### src/hdl/capture_pwm_regs.svh
`ifndef CAPTURE_PWM_REGS_SVH
`define CAPTURE_PWM_REGS_SVH
`define OFS_CAPTURE_LOW 8'h00
`define OFS_CAPTURE_HIGH 8'h04
`define OFS_CHANNEL_CONTROL 8'h08
`define OFS_PERIOD_COUNT 8'h0c
`define OFS_PERIOD_LIMIT 8'h10
`define OFS_PERIOD_CONTROL 8'h14
`define OFS_IRQ_STATUS 8'h18
`define OFS_IRQ_MASK 8'h1c
`define OFS_TIMEBASE_SEL 8'h20
`define RST_PERIOD_LIMIT 8'hff
`define RST_ZERO8 8'h00
`define CTL_MODE_LSB 0
`define CTL_DUTY_LSB 4
`define IRQ_CAPTURE_BIT 2
`define MODE_OFF 4'h0
`define MODE_CAP_FALL 4'h4
`define MODE_CAP_RISE 4'h5
`define MODE_CAP_RISE4 4'h6
`define MODE_CAP_RISE16 4'h7
`define MODE_PWM_LO 4'hc
`define PRESCALE_FOUR 4'h3
`define PRESCALE_SIXTEEN 4'hf
`define T2_ON_BIT 2
`define T2_PS_LSB 0
`endif

### src/hdl/capture_pwm_pkg.sv
package capture_pwm_pkg;
  typedef enum logic [1:0] {ev_fall, ev_rise, ev_rise4, ev_rise16} event_sel_t;
  typedef struct packed {
    logic [1:0] duty_low;
    logic [3:0] mode;
  } chan_ctl_t;
  typedef struct packed {
    logic [15:0] first_time_base;
    logic [15:0] second_time_base;
  } time_bases_t;
endpackage : capture_pwm_pkg

### src/hdl/capture_pwm_channel.sv
// Added by the designer: the placing of the registers and register access over Wishbone.
`timescale 1ns/1ps
`include "capture_pwm_regs.svh"
module capture_pwm_channel
  import capture_pwm_pkg::*;
#(
  parameter bit PIN_ALT_SELECT = 1'b0
) (
  input wire logic clk_i,
  input wire logic rst_i,
  input wire logic wb_cyc_i,
  input wire logic wb_stb_i,
  input wire logic wb_we_i,
  input wire logic [7:0] wb_adr_i,
  input wire logic [3:0] wb_sel_i,
  input wire logic [31:0] wb_dat_i,
  output logic [31:0] wb_dat_o,
  output logic wb_ack_o,
  input wire time_bases_t time_bases_i,
  input wire logic port_c_pin_one_i,
  input wire logic port_e_pin_seven_i,
  output logic pwm_o,
  output logic irq_o
);
  logic [7:0] capture_low_byte, next_capture_low_byte;
  logic [7:0] capture_high_byte, next_capture_high_byte;
  chan_ctl_t channel_control, next_channel_control;
  logic [7:0] period_timer_count, next_period_timer_count;
  logic [7:0] period_timer_limit, next_period_timer_limit;
  logic [6:0] period_timer_control, next_period_timer_control;
  logic [7:0] irq_status, next_irq_status;
  logic [7:0] irq_mask, next_irq_mask;
  logic timebase_sel, next_timebase_sel;
  logic [3:0] pre_div, next_pre_div;
  logic [9:0] duty_latch, next_duty_latch;
  logic [1:0] fine, next_fine;
  logic next_pwm;
  logic [31:0] next_rdata;
  logic next_ack;
  logic wr, rd_hit, capture_mode, pwm_mode, fire, tick, channel_pin;
  logic [15:0] base;
  logic [7:0] wbyte;
  event_sel_t ev_sel;

  // fixed by strap, not run-time logic
  assign channel_pin = PIN_ALT_SELECT ? port_e_pin_seven_i : port_c_pin_one_i;
  assign base = timebase_sel ? time_bases_i.second_time_base
                             : time_bases_i.first_time_base;
  assign capture_mode = channel_control.mode[3:2] == `MODE_CAP_FALL >> 2;
  assign pwm_mode = channel_control.mode[3:2] == `MODE_PWM_LO >> 2;
  assign ev_sel = event_sel_t'(channel_control.mode[1:0]);
  assign wr = wb_cyc_i && wb_stb_i && wb_we_i && wb_sel_i[0] && !wb_ack_o;
  assign wbyte = wb_dat_i[7:0];
  assign rd_hit = wb_cyc_i && wb_stb_i && !wb_ack_o;

  edge_prescaler u_pre (
    .clk_i(clk_i),
    .rst_i(rst_i),
    .pin_i(channel_pin),
    .active_i(capture_mode),
    .sel_i(ev_sel),
    .fire_o(fire)
  );

  // period timer prescale 1/4/16 as an enable pulse
  always_comb begin
    next_pre_div = pre_div + 4'h1;
    tick = 1'b0;
    case (period_timer_control[1:0])
      2'h0: tick = 1'b1;
      2'h1: tick = pre_div[1:0] == `PRESCALE_FOUR;
      default: tick = pre_div == `PRESCALE_SIXTEEN;
    endcase
    if (!period_timer_control[`T2_ON_BIT]) next_pre_div = 4'h0;
  end

  always_comb begin
    next_capture_low_byte = capture_low_byte;
    next_capture_high_byte = capture_high_byte;
    next_channel_control = channel_control;
    next_period_timer_count = period_timer_count;
    next_period_timer_limit = period_timer_limit;
    next_period_timer_control = period_timer_control;
    next_irq_status = irq_status;
    next_irq_mask = irq_mask;
    next_timebase_sel = timebase_sel;
    next_duty_latch = duty_latch;
    next_fine = fine;
    next_pwm = pwm_o;
    if (wr) begin
      case (wb_adr_i)
        `OFS_CAPTURE_LOW: next_capture_low_byte = wbyte;
        `OFS_CAPTURE_HIGH: next_capture_high_byte = wbyte;
        `OFS_CHANNEL_CONTROL: next_channel_control = chan_ctl_t'(wbyte[5:0]);
        `OFS_PERIOD_COUNT: next_period_timer_count = wbyte;
        `OFS_PERIOD_LIMIT: next_period_timer_limit = wbyte;
        `OFS_PERIOD_CONTROL: next_period_timer_control = wbyte[6:0];
        `OFS_IRQ_STATUS: next_irq_status = irq_status & ~wbyte;
        `OFS_IRQ_MASK: next_irq_mask = wbyte;
        `OFS_TIMEBASE_SEL: next_timebase_sel = wbyte[0];
        default: next_irq_mask = irq_mask;
      endcase
    end
    // capture after the write so hardware wins both the data and the flag
    if (fire && capture_mode) begin
      next_capture_low_byte = base[7:0];
      next_capture_high_byte = base[15:8];
      next_irq_status[`IRQ_CAPTURE_BIT] = 1'b1;
    end
    // pwm: 10-bit count of timer value and fine phase vs latched duty
    if (pwm_mode && period_timer_control[`T2_ON_BIT]) begin
      // fine phase steps on the prescaled tick so any prescale keeps alignment
      if (tick) next_fine = fine + 2'h1;
      if (tick && fine == 2'h3) begin
        if (period_timer_count == period_timer_limit) begin
          next_period_timer_count = `RST_ZERO8;
          next_duty_latch = {capture_low_byte, channel_control.duty_low};
          next_pwm = 1'b1;
        end else begin
          next_period_timer_count = period_timer_count + 8'h1;
        end
      end
      // compare next values so the high time is exactly duty fine steps
      if ({next_period_timer_count, next_fine} == next_duty_latch) next_pwm = 1'b0;
    end else begin
      next_pwm = 1'b0;
      next_fine = 2'h0;
      if (period_timer_control[`T2_ON_BIT] && tick) begin
        next_period_timer_count = period_timer_count == period_timer_limit ?
          `RST_ZERO8 : period_timer_count + 8'h1;
      end
    end
  end

  always_comb begin
    next_ack = rd_hit;
    next_rdata = 32'h0;
    case (wb_adr_i)
      `OFS_CAPTURE_LOW: next_rdata[7:0] = capture_low_byte;
      `OFS_CAPTURE_HIGH: next_rdata[7:0] = capture_high_byte;
      `OFS_CHANNEL_CONTROL: next_rdata[5:0] = channel_control;
      `OFS_PERIOD_COUNT: next_rdata[7:0] = period_timer_count;
      `OFS_PERIOD_LIMIT: next_rdata[7:0] = period_timer_limit;
      `OFS_PERIOD_CONTROL: next_rdata[6:0] = period_timer_control;
      `OFS_IRQ_STATUS: next_rdata[7:0] = irq_status;
      `OFS_IRQ_MASK: next_rdata[7:0] = irq_mask;
      `OFS_TIMEBASE_SEL: next_rdata[0] = timebase_sel;
      default: next_rdata = 32'h0;
    endcase
  end

  always_ff @(posedge clk_i) begin
    if (rst_i) begin
      capture_low_byte <= `RST_ZERO8;
      capture_high_byte <= `RST_ZERO8;
      channel_control <= chan_ctl_t'(6'h00);
      period_timer_count <= `RST_ZERO8;
      period_timer_limit <= `RST_PERIOD_LIMIT;
      period_timer_control <= 7'h00;
      irq_status <= `RST_ZERO8;
      irq_mask <= `RST_ZERO8;
      timebase_sel <= 1'b0;
      pre_div <= 4'h0;
      duty_latch <= 10'h000;
      fine <= 2'h0;
      pwm_o <= 1'b0;
      wb_dat_o <= 32'h0;
      wb_ack_o <= 1'b0;
      irq_o <= 1'b0;
    end else begin
      capture_low_byte <= next_capture_low_byte;
      capture_high_byte <= next_capture_high_byte;
      channel_control <= next_channel_control;
      period_timer_count <= next_period_timer_count;
      period_timer_limit <= next_period_timer_limit;
      period_timer_control <= next_period_timer_control;
      irq_status <= next_irq_status;
      irq_mask <= next_irq_mask;
      timebase_sel <= next_timebase_sel;
      pre_div <= next_pre_div;
      duty_latch <= next_duty_latch;
      fine <= next_fine;
      pwm_o <= next_pwm;
      wb_dat_o <= next_rdata;
      wb_ack_o <= next_ack;
      irq_o <= |(next_irq_status & next_irq_mask);
    end
  end

  capture_load_a: assert property (@(posedge clk_i) disable iff (rst_i)
    fire && capture_mode |=> {capture_high_byte, capture_low_byte} == $past(base))
    else $error("capture value wrong");
  flag_same_cycle_a: assert property (@(posedge clk_i) disable iff (rst_i)
    fire && capture_mode |=> irq_status[`IRQ_CAPTURE_BIT])
    else $error("flag not set with capture");
  flag_sticky_a: assert property (@(posedge clk_i) disable iff (rst_i)
    irq_status[`IRQ_CAPTURE_BIT] && !(wr && wb_adr_i == `OFS_IRQ_STATUS)
    |=> irq_status[`IRQ_CAPTURE_BIT]) else $error("flag dropped by hardware");
  no_capture_off_a: assert property (@(posedge clk_i) disable iff (rst_i)
    !capture_mode && !wr |=> $stable({capture_high_byte, capture_low_byte}))
    else $error("capture outside capture mode");
  irq_mask_a: assert property (@(posedge clk_i) disable iff (rst_i)
    !irq_mask[`IRQ_CAPTURE_BIT] && irq_mask[7:3] == 5'h0 && irq_mask[1:0] == 2'h0
    |=> !irq_o || $past(wr)) else $error("masked irq raised");
  ack_once_a: assert property (@(posedge clk_i) disable iff (rst_i)
    wb_ack_o |=> !wb_ack_o) else $error("ack held two cycles");
  pwm_off_a: assert property (@(posedge clk_i) disable iff (rst_i)
    !pwm_mode |=> !pwm_o) else $error("pwm active outside pwm mode");
endmodule : capture_pwm_channel

### src/hdl/edge_prescaler.sv
`timescale 1ns/1ps
`include "capture_pwm_regs.svh"
module edge_prescaler
  import capture_pwm_pkg::*;
(
  input wire logic clk_i,
  input wire logic rst_i,
  input wire logic pin_i,
  input wire logic active_i,
  input wire event_sel_t sel_i,
  output logic fire_o
);
  logic sync1, sync2, last;
  logic [3:0] count, next_count;
  logic next_fire;
  logic rise, fall;
  assign rise = sync2 & ~last;
  assign fall = ~sync2 & last;
  always_comb begin
    next_count = count;
    next_fire = 1'b0;
    if (!active_i) begin
      next_count = 4'h0;
    end else begin
      case (sel_i)
        ev_fall: next_fire = fall;
        ev_rise: next_fire = rise;
        ev_rise4: begin
          // counter kept across prescale switches, first fire may be early
          if (rise) next_count = count + 4'h1;
          next_fire = rise && count[1:0] == `PRESCALE_FOUR;
        end
        ev_rise16: begin
          if (rise) next_count = count + 4'h1;
          next_fire = rise && count == `PRESCALE_SIXTEEN;
        end
        default: next_fire = 1'b0;
      endcase
    end
  end
  always_ff @(posedge clk_i) begin
    if (rst_i) begin
      sync1 <= 1'b0;
      sync2 <= 1'b0;
      last <= 1'b0;
      count <= 4'h0;
      fire_o <= 1'b0;
    end else begin
      sync1 <= pin_i;
      sync2 <= sync1;
      last <= sync2;
      count <= next_count;
      fire_o <= next_fire;
    end
  end
  prescale_clear_a: assert property (@(posedge clk_i) disable iff (rst_i)
    !active_i |=> count == 4'h0) else $error("prescaler not cleared");
endmodule : edge_prescaler

### config.mk
export PLATFORM = sky130hd
export DESIGN_NAME = capture_pwm_channel
export DESIGN_NICKNAME = d
export VERILOG_FILES = /design/src/hdl/capture_pwm_pkg.sv /design/src/hdl/capture_pwm_channel.sv /design/src/hdl/edge_prescaler.sv
export VERILOG_INCLUDE_DIRS = /design/src /design/src/hdl
export SDC_FILE = /design/constraint.sdc
export NUM_CORES = 1
export LEC_CHECK = 0
export BUFFER_PORTS_ARGS = -buffer_cell sky130_fd_sc_hd__buf_2
export CAP_MARGIN = 20
export CORE_UTILIZATION = 45
export CTS_BUF_LIST = sky130_fd_sc_hd__clkbuf_4
export DETAILED_ROUTE_END_ITERATION = 16
export HOLD_SLACK_MARGIN = 0.06
export MAX_ROUTING_LAYER = met4
export PLACE_DENSITY = 0.67
export SLEW_MARGIN = 20
export SYNTH_ARGS = -nofsm -noshare
export SYNTH_HDL_FRONTEND = slang
export SYNTH_SLANG_ARGS = --single-unit
### constraint.sdc
create_clock -name clk_i -period 3.2 [get_ports clk_i]
set_input_delay 0.16 -clock clk_i [delete_from_list [all_inputs] [get_ports clk_i]]
set_output_delay 0.16 -clock clk_i [all_outputs]
set_load 0.01 [all_outputs]
=== After elaboration in Yosys (flattened, before gate mapping) ===
Cells that the tools add are included.
Widths: inputs -> output; s select.

* Latch bits: 0
* Bits in writable memories: 0
* Logic and storage cells: 120
* Register bits after elaboration: 121
* Output and inout port bits: 35
* Bits in read-only memories: 0
* Memories kept: 0

* Muxes and demuxes: 30
* Equality and inequality tests: 21
* Shifts and indexed selects: 0
* Order comparisons: 0
* $mul: 0
* Bitwise operators: 10
* Div/mod/pow operators: 0
* Add/sub/neg operators: 4
* Reductions and logical operators: 32

{| class="wikitable"
|+ Operators with widths
! operator !! number
|-
| $mux 8 || 17
|-
| $pmux 5 s8 || 1
|-
| $eq 8x5->1 const B || 4
|-
| $mux 10 || 3
|-
| $and 8x8->8 || 2
|-
| $eq 8x4->1 const B || 2
|-
| $mux 16 || 1
|-
| $reduce_and 2->1 || 8
|-
| $eq 2x2->1 const B || 6
|-
| $logic_and 1x1->1 || 11
|-
| $eq 10x10->1 || 1
|-
| $pmux 1 s9 || 1
|-
| $add 4x1->4 const B || 2
|-
| $add 8x1->8 const B || 1
|-
| $eq 4x4->1 const B || 2
|-
| $eq 8x3->1 const B || 1
|-
| $eq 8x6->1 const B || 1
|-
| $eq 8x8->1 || 1
|-
| $logic_not 8->1 || 1
|-
| $not 8->8 || 1
|-
| $reduce_or 2->1 || 4
|-
| $reduce_or 8->1 || 1
|-
| $pmux 1 s7 || 1
|-
| $eq 2x1->1 const B || 3
|-
| other kinds (12) || 21
|}

=== Longest topological paths before layout ===
* Depth in word-level cells: 9
* Gate-level depth with buffers: 10
* Mapped depth without buffers: 9

=== Cells and area by module ===
A second synthesis with hierarchy kept.

* Cells, all modules: 615
* Area, all modules: 5282.6 um^2

{| class="wikitable"
|+ Modules (own cells, without submodules)
! module !! area an instance (um^2) !! seq. area each (um^2) !! cells each !! times used
|-
| capture_pwm_channel || 4956.0 || 1781.7 || 584 || 1
|-
| edge_prescaler || 326.6 || 160.2 || 31 || 1
|}

=== Worst setup path before layout ===
No wires, ideal clock.

* Path type: reg-to-reg
* From: reg period_timer_count[5]
* To: reg pwm_o
* Required time: 3.081 ns
* Buffers on the path: 1
* Setup slack: 0.661 ns
* Clock period less this slack: 2.539 ns
* Arrival time: 2.420 ns
* Cell stages (with the launch flop): 10
* Path through: dfxtp_1 -> clkbuf_1 -> xor2_1 -> nor4_2 -> a21o_1 -> o21ai_0 -> a221oi_1 -> xor2_1 -> a2111o_1 -> o221a_1

* Longest elaborated chain between the ends: 6
* Elaborated cells on any way between the ends: 13

{| class="wikitable"
|+ RTL lines
! element !! line !! RTL
|-
| start: declaration || capture_pwm_channel.sv:28 || <nowiki>logic [7:0] period_timer_count, next_period_timer_count;</nowiki>
|-
| start signal: assignment || capture_pwm_channel.sv:157 || <nowiki>period_timer_count <= `RST_ZERO8;</nowiki>
|-
| start signal: assignment || capture_pwm_channel.sv:174 || <nowiki>period_timer_count <= next_period_timer_count;</nowiki>
|-
| $add 8x1->8, or another cell as far along || capture_pwm_channel.sv:120 || <nowiki>next_period_timer_count = period_timer_count + 8'h1;</nowiki>
|-
| $mux 8, or another cell as far along || capture_pwm_channel.sv:115 || <nowiki>if (period_timer_count == period_timer_limit) begin</nowiki>
|-
| $mux 8 / $mux 10 (equally long branches) || capture_pwm_channel.sv:114 || <nowiki>if (tick && fine == 2'h3) begin</nowiki>
|-
| $mux 8 / $mux 10 (equally long branches) || capture_pwm_channel.sv:111 || <nowiki>if (pwm_mode && period_timer_control[`T2_ON_BIT]) begin</nowiki>
|-
| $eq 10x10->1 || capture_pwm_channel.sv:124 || <nowiki>if ({next_period_timer_count, next_fine} == next_duty_latch) next_pwm = 1'b0;</nowiki>
|-
| $reduce_or 3->1 (no line) || n/a ||
|-
| end signal: assignment || capture_pwm_channel.sv:183 || <nowiki>pwm_o <= next_pwm;</nowiki>
|-
| end: declaration || capture_pwm_channel.sv:22 || <nowiki>output logic pwm_o,</nowiki>
|}

Several ways; a longest one is shown, not always the timed one. The select of a mux whose other input is x is not followed.
A chain may end at the register's enable or synchronous reset.

=== Worst setup path after layout ===
* From: reg pre_div[0]
* To: reg pwm_o

* Longest elaborated chain between the ends: 7
* Elaborated cells on any way between the ends: 13

{| class="wikitable"
|+ RTL lines
! element !! line !! RTL
|-
| start: declaration || capture_pwm_channel.sv:34 || <nowiki>logic [3:0] pre_div, next_pre_div;</nowiki>
|-
| start signal: assignment || capture_pwm_channel.sv:180 || <nowiki>pre_div <= next_pre_div;</nowiki>
|-
| $eq 4x4->1 (no line) / $eq 2x2->1 (equally long branches) || n/a ||
|-
| $pmux 1 s2 (*) || capture_pwm_channel.sv:69 || <nowiki>case (period_timer_control[1:0])</nowiki>
|-
| $logic_and 1x1->1 || capture_pwm_channel.sv:114 ||
|-
| $mux 8 / $mux 10 (equally long branches) || capture_pwm_channel.sv:114 ||
|-
| $mux 8 / $mux 10 (equally long branches) || capture_pwm_channel.sv:111 ||
|-
| $eq 10x10->1 || capture_pwm_channel.sv:124 ||
|-
| $reduce_or 3->1 (no line) || n/a ||
|}

Every way passes the cells marked *; elsewhere a longest branch is shown, timed or not. The select of a mux whose other input is x is not followed.

==> flow_summary.toml <==
[finish]
drive_above_1_share = 0.177
finalInstanceArea_um2 = 5820
utilization = 0.530
layout_commonest_cell = "dfxtp_1"
diodes = 0
final_nets = 773
most-common-layout-cells = "96 x dfxtp_1, 65 x buf_2, 56 x nand2_1"
area_delta_synth_final_pct = 13.0

[critical_path]
required_ps = 3570
arrival_ps = 3050
path_class = "reg -> reg"
start_kind = "register"
r2r.worst_path.cells = 9
critPathMaxFanout = 7
endpoint_kind = "register"

[die]
pin_count = 118
core.rowCount = 38
dieArea_um2 = 11900
die_x_um = 109
start_util = 0.469
core_area_um2 = 11000
die-height_um = 109

[worst_hold_path]
hold_path_class = "in -> reg"
hold-path-cell-count = 3

[place]
dpl.hpwl_um = 11300
pre_cts_ws_ps = 473
routabilityCongestion = 0.928
numPortBuffers = 65
placed_area_um2 = 5570

[yosys]
seq_area_frac_synth = 0.377
ys_dominant_reg_cell = "dfxtp_1"
yosysUniqueCellTypes = 58
ys_async_sr_fraction = 0
ys_seq_elements = 97
synth_edf_count = 0
yosysWarningCount = 0
synth.avg_cell_area_um2 = 8.35
synth_area_um2 = 5150
synthCells = 617

[drt]
first_iter_violations = 392
antenna_left = 0
dr.pass1.iters = 6
drt-total-wl_um = 15400
wl_per_cell_um = 18.6
post-route-drc-count = 0
routed_via_density = 5.95
via_count = 4938

[grt]
grt_max_degree = 48
grt_usage = 0.281
overflow = 0
grt_antenna_before_repair = 0
grt_pass1_vias = 4543
grt_pass1_wl_um = 24300

[power]
ir_drop_uv = 197
cellLeakagePower_nw = 2.29
clkPwrFrac = 0.333
combPwrFrac = 0.065
p_sw_w = 0.000511
p_per_area_nw_per_um2 = 345
swShare = 0.254
seqPwrFrac = 0.603
power.internal_w = 0.00150

[sta]
final-setup-viol-count = 0
finalMaxSlewViolations = 0
timing.slew.headroom = 0.535
fin_crit_ps = 2680
rsz0062_at_grt = "false"
clock.fmax_mhz = 373
setup_tns_ps = 0
fin_skew_ps = 20.2
whs_ps = 88.9
fin_ws_ps = 518
tightest_slew_ps = 694
fin_crit_sh = 0.838
finalHoldViolCount = 0

[run]
max_cap_viol_count = 0

[status]
status = "completed"

[clocking]
insertion_delay_ps = 470
cts_max_level = 3
numCtsBuffers = 9
cts_tree = "built"
numClockSinks = 97
postCtsSetupRepairBufs = 0
clk_pin_slew_ps = 150
cts_root_buf = "clkbuf_4"
ctsLongestPathBuffers = 2
[sequential cells by signal (all words and copies together) (netlist names), 7 cells and up]
| name | count |
|---|---|
| duty_latch | 10 |
| capture_high_byte | 8 |
| capture_low_byte | 8 |
| irq_mask | 8 |
| irq_status | 8 |
| period_timer_count | 8 |
| period_timer_limit | 8 |
| wb_dat_o | 8 |
| period_timer_control | 7 |
[what timing repair did]
item / in CTS / in global routing
hold endpoints to repair: 18 / 0
hold buffers: 11 / 0
resized for setup: 0 / 0
[logic make-up (layout without fill, tap and decap cells)]
family	Yosys count	in the layout	share of synthesized area
other	1	24	0.000728
flip-flops	97	97	0.377
AO/OA/AOI/OAI	167	167	0.235
buffers and inverters	78	128	0.0768
multiplexers	23	23	0.0452
AND/OR/NAND/NOR	224	224	0.216
XOR/XNOR	23	23	0.0391
adder cells (fa/ha/maj)	4	4	0.00972
[worst max-delay path, stage by stage, from the launching register on]
cell and delay (ps):
dfxtp_1 360, ha_1 250, nor2b_1 280, o21a_1 210, a21o_1 230, o21ai_0 140
a221oi_2 370, xor2_1 120, a2111o_1 390, o221a_1 220
[cell usage after synthesis, types with 2 or more instances]
cell type   n  area share
buf_2       4      0.0039
nor2_1     54       0.039
nand4_1     4      0.0049
xnor2_1     5      0.0085
o21ai_0    20       0.019
nand3_1    42       0.041
o221ai_1    2      0.0034
and3_1      4      0.0049
nand3b_1    2      0.0029
and2_1      4      0.0049
o22ai_1    11       0.013
nor2_2      3      0.0036
clkbuf_1   33       0.024
o211ai_1    3      0.0044
a21oi_1    23       0.022
a211o_1     8       0.014
ha_1        4      0.0097
buf_1       4      0.0029
a21o_1      2      0.0029
a311oi_1   16       0.027
and3b_1     2      0.0034
mux2_2      2      0.0044
nor4_1      2      0.0024
buf_4      24       0.035
nand2b_1    6      0.0073
inv_1      12      0.0087
nand2_1    56       0.041
a22oi_1    17       0.025
mux2i_1    21       0.041
or3b_2      2      0.0034
a31oi_1     7      0.0085
a22o_1     17       0.029
dfxtp_1    97        0.38
nor2b_1    21       0.026
xor2_1     18       0.031
a211oi_1   18       0.026
nor3_1      9      0.0087
or3_1       5      0.0061
a221oi_1   14       0.024
[power by group through the flow]
stage	logic, W	registers, W	clock network (W)
final	0.000130	0.00121	0.000669
after global routing	0.000141	0.00121	0.000729
after floorplan	0.0000823	0.00124	0
after global placement	0.000115	0.00124	0
after CTS	0.000128	0.00121	0.000677
after detailed placement	0.000117	0.00124	0
[stage by stage]
| stage | power [W] | instances |
|---|---|---|
| after floorplan | 0.00132 | 640 |
| after global placement | 0.00135 | 804 |
| after detailed placement | 0.00135 | 804 |
| after CTS | 0.00202 | 830 |
| after global routing | 0.00208 | 830 |
| final | 0.00201 | 830 |
[final cells by class]
class / instances / area, um2
tap: 140 / 175
clock inverter: 6 / 66.3
multi-input combinational: 465 / 2900
fill: 1044 / 5160
timing repair buffer: 101 / 623
clock buffer: 9 / 67.6
sequential: 97 / 1940
inverter: 12 / 45.0
[routing by layer]
| metal | vias to the layer above | global-route usage | share of wire |
|---|---|---|---|
| li1 | 2360 | - | - |
| met1 | 2304 | 0.358 | 0.41 |
| met2 | 230 | 0.443 | 0.47 |
| met3 | 44 | 0.0490 | 0.089 |
| met4 | 0 | 0.106 | 0.028 |
| met5 | - | - | 0 |
[final timing paths]
check | startpoint | slack (ps) | to
max | pre_div[0]$_SDFF_PP0_ | 520 | pwm_o$_SDFFE_PP0P_
min | time_bases_i[11] | 90 | capture_high_byte[3]$_SDFFE_PP0P_
max reg2reg | pre_div[0]$_SDFF_PP0_ | 520 | pwm_o$_SDFFE_PP0P_
min reg2reg | u_pre.sync1$_SDFF_PP0_ | 470 | u_pre.sync2$_SDFF_PP0_
Power figures use the tool's default switching activity.
